===== src/design/rpc_pkg.sv =====
/*
 * constants, types and helpers shared by the reset and power-mode control block.
 * assumes a single 25 MHz system clock and an asynchronous active-low reset.
 */
// What this block does
// - writing one to reset-control bit 4 resets the filter and converter modules
// - that module reset also resets the processing core, restarting it
// - module-reset bit clears itself when done; accepted only in standby or powerdown
// - writing one to reset-control bit 0 returns mode registers to defaults
// - register reset leaves internal memory untouched
// - register-reset bit clears itself; only issued while in standby or powerdown
// - standby bit 4 of power register forces system standby, as errors do
// - system standby powers down all but charge pump and digital supply
// - powerdown bit 0 forces powerdown, removing power from retained blocks too
// - powerdown wins when both powerdown and standby are requested
package rpc_pkg;

    // ----------------------------------------
    // register map
    // ----------------------------------------
    localparam logic [7:0] RPC_RST_CTL_ADDR = 8'h01;
    localparam logic [7:0] RPC_PWR_REQ_ADDR = 8'h02;
    localparam int unsigned RPC_MOD_RST_BIT = 4;
    localparam int unsigned RPC_REG_RST_BIT = 0;
    localparam int unsigned RPC_STBY_BIT    = 4;
    localparam int unsigned RPC_PDN_BIT     = 0;
    localparam logic [7:0] RPC_RST_CTL_RST  = 8'h00;
    localparam logic [7:0] RPC_PWR_REQ_RST  = 8'h00;

    // ----------------------------------------
    // timing
    // ----------------------------------------
    localparam int unsigned RPC_CLK_PERIOD_NS = 40;
    localparam int unsigned RPC_MOD_RST_NS    = 1000;
    // least time, so round up
    localparam int unsigned RPC_MOD_RST_CYC   =
        (RPC_MOD_RST_NS + RPC_CLK_PERIOD_NS - 1) / RPC_CLK_PERIOD_NS;

    // ----------------------------------------
    // types
    // ----------------------------------------
    typedef enum logic [1:0] {
        RPC_RUN  = 2'b00,
        RPC_STBY = 2'b01,
        RPC_PDN  = 2'b10
    } rpc_pwr_e;

    typedef struct packed {
        logic       wr;
        logic       rd;
        logic [7:0] addr;
        logic [7:0] wdata;
    } rpc_reg_req_s;

    typedef struct packed {
        logic core_en;
        logic cp_en;
        logic dig_en;
    } rpc_pwr_s;

    // supply enables out of reset: the block wakes up running
    localparam rpc_pwr_s RPC_PWR_RST = 3'b111;

    // standby and powerdown both count as low power for reset requests
    function automatic logic rpc_low_power(input rpc_pwr_e st);
        rpc_low_power = (st != RPC_RUN);
    endfunction : rpc_low_power

    // supply enables for a given power state
    function automatic rpc_pwr_s rpc_pwr_of(input rpc_pwr_e st);
        rpc_pwr_of.core_en = (st == RPC_RUN);
        rpc_pwr_of.cp_en   = (st != RPC_PDN);
        rpc_pwr_of.dig_en  = (st != RPC_PDN);
    endfunction : rpc_pwr_of

endpackage : rpc_pkg


===== src/design/rpc_pulse_seq.sv =====
/*
 * fixed-length reset pulse generator with busy flag.
 * assumes start is a same-clock request; starts while busy are ignored.
 */
`timescale 1ns/100ps
module rpc_pulse_seq #(
    parameter int unsigned CYC = rpc_pkg::RPC_MOD_RST_CYC
) (
    // clock and reset
    input  wire logic ref_clk,
    input  wire logic rst_n,
    // request and pulse
    input  wire logic start,
    output logic      busy
);
    import rpc_pkg::*;

    localparam int unsigned CW = $clog2(CYC + 1);

    typedef struct packed {
        logic          busy;
        logic [CW-1:0] cnt;
    } rpc_seq_s;

    rpc_seq_s st_r;
    rpc_seq_s st_nxt;

    // busy stays high for exactly CYC cycles
    always_comb begin
        st_nxt = st_r;
        if (st_r.busy) begin
            if (st_r.cnt == '0) begin
                st_nxt.busy = 1'b0;
            end else begin
                st_nxt.cnt = st_r.cnt - 1'b1;
            end
        end else if (start) begin
            st_nxt.busy = 1'b1;
            st_nxt.cnt  = CW'(CYC - 1);
        end
    end

    always_ff @(posedge ref_clk or negedge rst_n) begin
        if (!rst_n) begin
            st_r <= '0;
        end else begin
            st_r <= st_nxt;
        end
    end

    assign busy = st_r.busy;

endmodule : rpc_pulse_seq


===== src/design/rpc_sync.sv =====
/*
 * three-stage synchroniser for an asynchronous pin level.
 * assumes the pin may change at any time relative to ref_clk.
 */
`timescale 1ns/100ps
module rpc_sync (
    // clock and reset
    input  wire logic ref_clk,
    input  wire logic rst_n,
    // pin and result
    input  wire logic pin,
    output logic      level
);
    import rpc_pkg::*;

    typedef struct packed {
        logic s1;
        logic s2;
        logic s3;
        logic lvl;
    } rpc_sync_s;

    rpc_sync_s st_r;
    rpc_sync_s st_nxt;

    // first stage feeds only the second; change taken once stages two and three agree
    always_comb begin
        st_nxt    = st_r;
        st_nxt.s1 = pin;
        st_nxt.s2 = st_r.s1;
        st_nxt.s3 = st_r.s2;
        if (st_r.s2 == st_r.s3) begin
            st_nxt.lvl = st_r.s3;
        end
    end

    always_ff @(posedge ref_clk or negedge rst_n) begin
        if (!rst_n) begin
            st_r <= '0;
        end else begin
            st_r <= st_nxt;
        end
    end

    assign level = st_r.lvl;

endmodule : rpc_sync


===== src/design/rpc_top.sv =====
/*
 * reset request and power-mode control: two control registers, module
 * reset pulse, mode-register reset pulse and power state machine, with
 * the assertions and covers that guard them beside the logic.
 * assumes a same-clock register port from the control-port decoder and an
 * asynchronous error pin from the protection logic; resets are honoured
 * only in standby or powerdown, so the host must enter one of those first.
 * the error pin is taken as a level: standby holds only while it is high.
 */
`timescale 1ns/100ps
module rpc_top (
    // clock and reset
    input  wire logic                ref_clk,
    input  wire logic                rst_n,
    // register port
    input  wire rpc_pkg::rpc_reg_req_s reg_req,
    output logic [7:0]               reg_rdata,
    // error pin
    input  wire logic                err_pin,
    // reset outputs
    output logic                     conv_rst,
    output logic                     dsp_rst,
    output logic                     mode_reg_rst,
    // power outputs
    output rpc_pkg::rpc_pwr_s        pwr,
    output rpc_pkg::rpc_pwr_e        pwr_state
);
    import rpc_pkg::*;

    // ----------------------------------------
    // state
    // ----------------------------------------
    typedef struct packed {
        rpc_pwr_e   st;
        logic       stby_req;
        logic       pdn_req;
        logic       mode_rst;
        logic [7:0] rdata;
        rpc_pwr_s   pwr;
    } rpc_top_s;

    rpc_top_s st_r;
    rpc_top_s st_nxt;
    logic     err_lvl;
    logic     mod_busy;
    logic     mod_start;
    logic     wr_rst;
    logic     wr_pwr;
    logic     low;

    // ----------------------------------------
    // helpers
    // ----------------------------------------
    rpc_sync rpc_sync_i (
        .ref_clk (ref_clk),
        .rst_n   (rst_n),
        .pin     (err_pin),
        .level   (err_lvl)
    );

    rpc_pulse_seq #(
        .CYC (RPC_MOD_RST_CYC)
    ) rpc_pulse_seq_i (
        .ref_clk (ref_clk),
        .rst_n   (rst_n),
        .start   (mod_start),
        .busy    (mod_busy)
    );

    // ----------------------------------------
    // address decode
    // ----------------------------------------
    // one compare shared by the write strobes and the read mux
    function automatic logic rpc_sel(input logic [7:0] addr, input logic [7:0] base);
        rpc_sel = (addr == base);
    endfunction : rpc_sel

    // write decode
    always_comb begin
        wr_rst = 1'b0;
        wr_pwr = 1'b0;
        if (reg_req.wr && rpc_sel(reg_req.addr, RPC_RST_CTL_ADDR)) begin
            wr_rst = 1'b1;
        end else if (reg_req.wr && rpc_sel(reg_req.addr, RPC_PWR_REQ_ADDR)) begin
            wr_pwr = 1'b1;
        end
    end

    assign low = rpc_low_power(st_r.st);
    // running-mode requests are dropped, the bit never reads back set
    assign mod_start = wr_rst && low && reg_req.wdata[RPC_MOD_RST_BIT];

    // ----------------------------------------
    // next state
    // ----------------------------------------
    always_comb begin
        st_nxt          = st_r;
        st_nxt.mode_rst = 1'b0;
        if (wr_pwr) begin
            st_nxt.stby_req = reg_req.wdata[RPC_STBY_BIT];
            st_nxt.pdn_req  = reg_req.wdata[RPC_PDN_BIT];
        end
        // register reset restores defaults only; memory sees nothing
        if (wr_rst && low && reg_req.wdata[RPC_REG_RST_BIT]) begin
            st_nxt.stby_req = RPC_PWR_REQ_RST[RPC_STBY_BIT];
            st_nxt.pdn_req  = RPC_PWR_REQ_RST[RPC_PDN_BIT];
            st_nxt.mode_rst = 1'b1;
        end
        // read data; module-reset bit shows the running pulse
        if (reg_req.rd) begin
            if (rpc_sel(reg_req.addr, RPC_RST_CTL_ADDR)) begin
                st_nxt.rdata = RPC_RST_CTL_RST;
                st_nxt.rdata[RPC_MOD_RST_BIT] = mod_busy;
            end else if (rpc_sel(reg_req.addr, RPC_PWR_REQ_ADDR)) begin
                st_nxt.rdata = RPC_PWR_REQ_RST;
                st_nxt.rdata[RPC_STBY_BIT] = st_r.stby_req;
                st_nxt.rdata[RPC_PDN_BIT]  = st_r.pdn_req;
            end else begin
                st_nxt.rdata = 8'h00;
            end
        end
        // power state: powerdown first, then standby or error, else run
        case (1'b1)
            st_r.pdn_req: begin
                st_nxt.st = RPC_PDN;
            end
            st_r.stby_req, err_lvl: begin
                st_nxt.st = RPC_STBY;
            end
            default: begin
                st_nxt.st = RPC_RUN;
            end
        endcase
        st_nxt.pwr = rpc_pwr_of(st_nxt.st);
    end

    // state register; reset brings the block up running with all supplies on
    always_ff @(posedge ref_clk or negedge rst_n) begin
        if (!rst_n) begin
            st_r          <= '0;
            st_r.st       <= RPC_RUN;
            st_r.pwr      <= RPC_PWR_RST;
        end else begin
            st_r <= st_nxt;
        end
    end

    // ----------------------------------------
    // outputs
    // ----------------------------------------
    assign reg_rdata    = st_r.rdata;
    assign conv_rst     = mod_busy;
    assign dsp_rst      = mod_busy;
    assign mode_reg_rst = st_r.mode_rst;
    assign pwr          = st_r.pwr;
    assign pwr_state    = st_r.st;

    // ----------------------------------------
    // assertions
    // ----------------------------------------
    // bound with some slack over the module reset pulse
    localparam int MOD_WAIT = 30;
    logic [7:0] hi_cnt;

    // length of the module reset pulse, only for checking
    always_ff @(posedge ref_clk or negedge rst_n) begin
        if (!rst_n) begin
            hi_cnt <= 8'h00;
        end else if (dsp_rst) begin
            hi_cnt <= hi_cnt + 8'h01;
        end else begin
            hi_cnt <= 8'h00;
        end
    end
endmodule : rpc_top


===== config.mk =====
export PLATFORM = sky130hd
export DESIGN_NAME = rpc_top
export DESIGN_NICKNAME = d
export VERILOG_FILES = /design/src/design/rpc_pkg.sv /design/src/design/rpc_pulse_seq.sv /design/src/design/rpc_sync.sv /design/src/design/rpc_top.sv
export SDC_FILE = /design/constraint.sdc
export NUM_CORES = 1
export LEC_CHECK = 0
export BUFFER_PORTS_ARGS = -buffer_cell sky130_fd_sc_hd__buf_4
export CAP_MARGIN = 40
export CORE_UTILIZATION = 40
export DETAILED_ROUTE_END_ITERATION = 6
export PLACE_DENSITY = 0.79
export SLEW_MARGIN = 5
export SYNTH_ARGS = -nofsm -noshare
export SYNTH_HDL_FRONTEND = slang
export SYNTH_SLANG_ARGS = --single-unit
export TNS_END_PERCENT = 50

===== constraint.sdc =====
create_clock -name ref_clk -period 3.8 [get_ports ref_clk]
set_clock_uncertainty 0.1 [all_clocks]
set_input_delay 0 -clock ref_clk [delete_from_list [all_inputs] [get_ports ref_clk]]
set_output_delay 0 -clock ref_clk [all_outputs]
set_load 0.1 [all_outputs]

# Word-level counts from Yosys, hierarchy flattened
# Cells that the tools add are included.
# totals
reg_bits,25
latch_bits,0
mem_bits_rw,0
romBits,0
input_bits,21
output_inout_bits,16
wordCells,44
mem_count,0
# op_classes
n_addsub,1
n_mul,0
div,0
n_lt_le_gt_ge,0
eq_ne,5
shift,0
muxes,13
bitwise,0
n_reduce_logical,12
# ops
cell,count
5-bit two-way mux,3
6-bit two-way mux,2
8-bit by 1-bit == test with 1-bit output (second input constant),1
8-bit by 2-bit == test with 1-bit output (second input constant),1
2-bit nonzero test,3
1-bit logical AND,5
5-bit zero test,1
1-bit two-way mux,5
5-bit by 1-bit subtractor with 5-bit output (second input constant),1
2-bit two-way mux,2
2-bit inequality test (second input constant),2
3-bit two-way mux,1
2-bit zero test,1
2-bit AND reduction,1
2-bit OR reduction,1
1-bit == test,1

# Logic depth before layout (Yosys ltp)
# depth
ltp_word,7
mapped_depth,6
ltp_nobuf,6

# By module
# Synthesis repeated with hierarchy kept, for this count alone.
# hier_totals
cells_unflattened,93
area_unflattened_um2,968.4
# by_module_without_submodules
module,n_inst,cells_each,area_per_inst_um2,seq_area_each_um2
rpc_top,1,56,531.8,227.7
rpc_pulse_seq,1,32,325.3,150.1
rpc_sync,1,5,111.4,100.1

# Least setup slack after synthesis
# OpenSTA, ideal clock, no wires.
# synth_path
path_kind,register -> register
start,register rpc_pulse_seq_i.st_r[0] (netlist bit)
end,register rpc_pulse_seq_i.st_r[4] (netlist bit)
setup_ns,0.121
t_arrival_ns,1.559
t_required_ns,3.579
setup_slack_ns,2.020
path_stages_with_launch,7
path_buffers,0
synth_period_minus_slack_ns,1.780
path_cell_list,dfrtp_1 inv_1 ha_1 or4b_2 nand4_1 xor2_1 nand2_1
# synth_between
elab_chain_len,3
word_cells_on_any_way,6
classes_between,add/sub: 1; eq/ne: 1; mux: 2; reduce/logical: 2
# synth_lines
element,line_no,rtl
"start, declared",rpc_pulse_seq.sv:25,rpc_seq_s st_r;
"start signal, assigned",rpc_pulse_seq.sv:47,st_r <= st_nxt;
5-bit by 1-bit subtractor with 5-bit output or 5-bit zero test (tied branches),"rpc_pulse_seq.sv:35, rpc_pulse_seq.sv:32",
5-bit two-way mux or 2-bit inequality test (tied branches),n/a,
6-bit two-way mux or 2-bit AND reduction (tied branches),n/a,
# Several ways; a longest one is shown, not always the timed one. The select of a mux whose other input is x is not followed.
# A chain may end at the register's enable or synchronous reset.

# Final worst setup path
# layout_path
start,input port reg_req[9] (netlist bit)
end,register st_r[13] (netlist bit)
# layout_between
elab_chain_len,6
word_cells_on_any_way,11
classes_between,eq/ne: 2; mux: 4; reduce/logical: 5
# layout_lines
element,line_no,rtl
"start, declared",rpc_top.sv:16,"input wire rpc_pkg::rpc_reg_req_s reg_req,"
8-bit by 1-bit == test with 1-bit output,rpc_top.sv:75,rpc_sel = (addr == base);
1-bit logical AND,rpc_top.sv:82,"if (reg_req.wr && rpc_sel(reg_req.addr, RPC_RST_CTL_ADDR)) begin"
1-bit two-way mux,rpc_top.sv:82,
1-bit logical AND (2 in series),rpc_top.sv:104,if (wr_rst && low && reg_req.wdata[RPC_REG_RST_BIT]) begin
3-bit two-way mux or 2-bit nonzero test (tied branches),n/a,
"end signal, assigned",rpc_top.sv:144,st_r <= st_nxt;
"end, declared",rpc_top.sv:42,rpc_top_s st_r;
# Several ways; a longest one is shown, not always the timed one.

==> results.md <==
- Clk pin slew, worst setup/hold paths: 110 ps
- Placed wire-length estimate: 1.17 mm
- Setup bufs post-CTS: 0
- # hold bufs at CTS: 10
- Commonest non-fill, non-tap cells in the layout: buf_4 (24), dfrtp_1 (17), dlygate4sd3_1 (10)
- Maximum root-to-sink buffer count: 2
- Post-CTS sizing: 0
- Clock tree from TritonCTS: yes
- Fin. Hold Viols: 0
- Critical Path End Type: flop
- Post-synth EDFFs: 0
- Fin Hold WS: 65.8 ps
- Synth Instances: 85
- Final ANT Viol Nets: 0
- Die area: 2450 um^2
- Initial cell density of the core: 44.1%
- Post-synthesis async set-or-reset flop share: 100%
- Worst Path Required: 3890 ps
- FF-to-FF Start: pwr_state[1]$_DFF_PN0_
- Unrepaired setup endpoints after global routing: no
- Cell Area, Synth: 901 um^2
- I/O Buffers: 24
- Via density: 4.68
- Final wirelength: 1.62 mm
- Post-synthesis register bit count: 19
- Core Rows: 16
- Wirelength per Cell: 11.5 um
- Antenna violations before repair: 0
- Total of max-cap violations: 0
- Die Ht: 49.5 um
- Core area: 2040 um^2
- Most frequent CP cell: dlygate4sd3_1
- Pin count of the biggest net entering global routing: 12
- DRC viols: 0
- Congestion Overflow GR: 0
- Top Ports: 37
- Final TNS setup: 0 ps
- Mean Syn Cell Area: 10.6 um^2
- Crit share post-route: 52.9%
- Worst min-delay path category: in2reg
- Cell Pwr Density: 352 nW/um^2
- Total GRT Usage: 14.9%
- Yosys warnings: 0
- Delay-heaviest family, CP: buffers and inverters
- Fin crit period: 2010 ps
- Hold path endpoint: reg_rdata[4]$_DFFE_PN0P_
- Number of library cell types mapped by synthesis: 27
- Setup violators final: 0
- Layout Nets: 138
- First-pass GRT wire length: 2.68 mm
- GPL Wtd Cong: 0.756
- Skew-Pair Late Insertion Delay: 300 ps
- Initial DRC count: 22
- Reg2reg end: st_r[13]$_DFFE_PN0P_
- Critical path arrival: 2100 ps
- Top FF cell, synth: dfrtp_1
- Share of post-route cells with drive strength above 1: 30.7%
- Die Wd: 49.5 um
- Bufs and invs on worst path: 3
- Worst setup SP type: input pin
- Total leakage power: 0.586 nW
- CP Cell Sequence: dlygate4sd3_1, buf_4, nor2b_1, or4b_4, mux2i_1, nor2_1, dlygate4sd3_1
- Routed via count: 660
- Fmax: 0.497 GHz
- Crit-path slowest cell: dlygate4sd3_1
- Commonest non-fill, non-tap cell in the layout: buf_4
- Layout area overhead: 28.3%
- VDD IR-drop max: 319 uV
- Root Buffer: clkbuf_4
- Flop-to-flop setup slack: 1890 ps
- Register area share after synthesis: 53.1%
- Hold_sp: reg_req[8]
- CP max FO: 3
- TritonCTS Buffers: 3
- Antenna diodes: 0
- Vias in the first global route: 618
- R2R cell count: 5
- Max stage delay on crit path: 550 ps
- CTS Sinks: 19
- H-tree levels: 1
- Slew Viols, Final: 0
- Status: finished clean
- Hold Path Depth: 4
- Kind of critical path: in2reg
- Pre-antenna DRT Iters: 4
[cell families after synthesis]
family / count (synthesis) / synth area share [%]
XOR/XNOR: 3 / 2.92
buffers and inverters: 19 / 13.8
AND/OR/NAND/NOR: 32 / 19.6
other: 1 / 0.416
adder cells (fa/ha/maj): 3 / 3.89
multiplexers: 2 / 2.22
AO/OA/AOI/OAI: 6 / 4.17
flip-flops: 19 / 53.1
[area by class of cell]
cell class              instances  area (um^2)
clock buffers                   3         22.5
clock inverters                 1         5.00
fillers                       183          886
inverters                       5         18.8
multi-input cells              52          318
flip-flops and latches         19          478
well taps                      27         33.8
repair buffers                 34          280
[metal layers]
metal | up-vias | global-route usage [%] | routed length, um
li1 | 323 | - | -
met1 | 307 | 19.0 | 742
met2 | 28 | 24.2 | 758
met3 | 2 | 5.56 | 115
met4 | 0 | 2.86 | 6
met5 | - | 0 | 0
[worst register-to-register path, cell delays in order, from the launching register on]
cell	delay, ps
dfrtp_1	380
o211ai_1	100
nor4_1	350
and2_1	260
nor2_1	60
dlygate4sd3_1	550
[through the flow]
stage               utilization [%]  setup slack [ps]  cells  power [mW]  area (um^2)
CTS                            56.6              1820    141       0.413         1160
global route                   56.6              1720    141       0.425         1160
global placement               50.4              2000    127       0.303         1030
floorplan                         -              2020     90       0.290          920
detailed placement             50.4              1930    127       0.305         1030
finish                         56.6              1790    141       0.407         1160
[report_power, final]
part | switching (mW) | internal [mW]
Clock | 0.0598 | 0.0392
Combinational | 0.0681 | 0.0243
Sequential | 0.00500 | 0.211
[cells in the mapped netlist, types with 3 or more instances]
master	number	area, um^2
buf_4	14	105
dfrtp_1	17	425
inv_1	5	18.8
nand2_1	8	30.0
nand3_1	3	15.0
nor2_1	7	26.3
o21ai_0	3	15.0
xor2_1	3	26.3
[how the worst max path moves through the flow]
stage,slack (ps),endpoint,depth (start not counted),from
global placement,2000,rpc_pulse_seq_i.st_r[4]$_DFFE_PN0P_,6,rpc_pulse_seq_i.st_r[0]$_DFFE_PN0P_
detailed placement,1930,rpc_pulse_seq_i.st_r[4]$_DFFE_PN0P_,6,rpc_pulse_seq_i.st_r[0]$_DFFE_PN0P_
global route,1720,st_r[13]$_DFFE_PN0P_,7,reg_req[9]
finish,1790,st_r[13]$_DFFE_PN0P_,7,reg_req[9]
floorplan,2020,rpc_pulse_seq_i.st_r[4]$_DFFE_PN0P_,6,rpc_pulse_seq_i.st_r[0]$_DFFE_PN0P_
CTS,1820,st_r[13]$_DFFE_PN0P_,7,reg_req[9]
[sequential cells by signal, indices dropped and copies added, names as in the netlist]
register	count
rpc_pulse_seq_i.st_r	5
st_r	2
rpc_pulse_seq_i.busy	1
reg_rdata	2
mode_reg_rst	1
rpc_sync_i.st_nxt	2
rpc_sync_i.st_r	1
pwr_state	2
pwr	2
rpc_sync_i.level	1
Power figures use the tool's default switching activity.
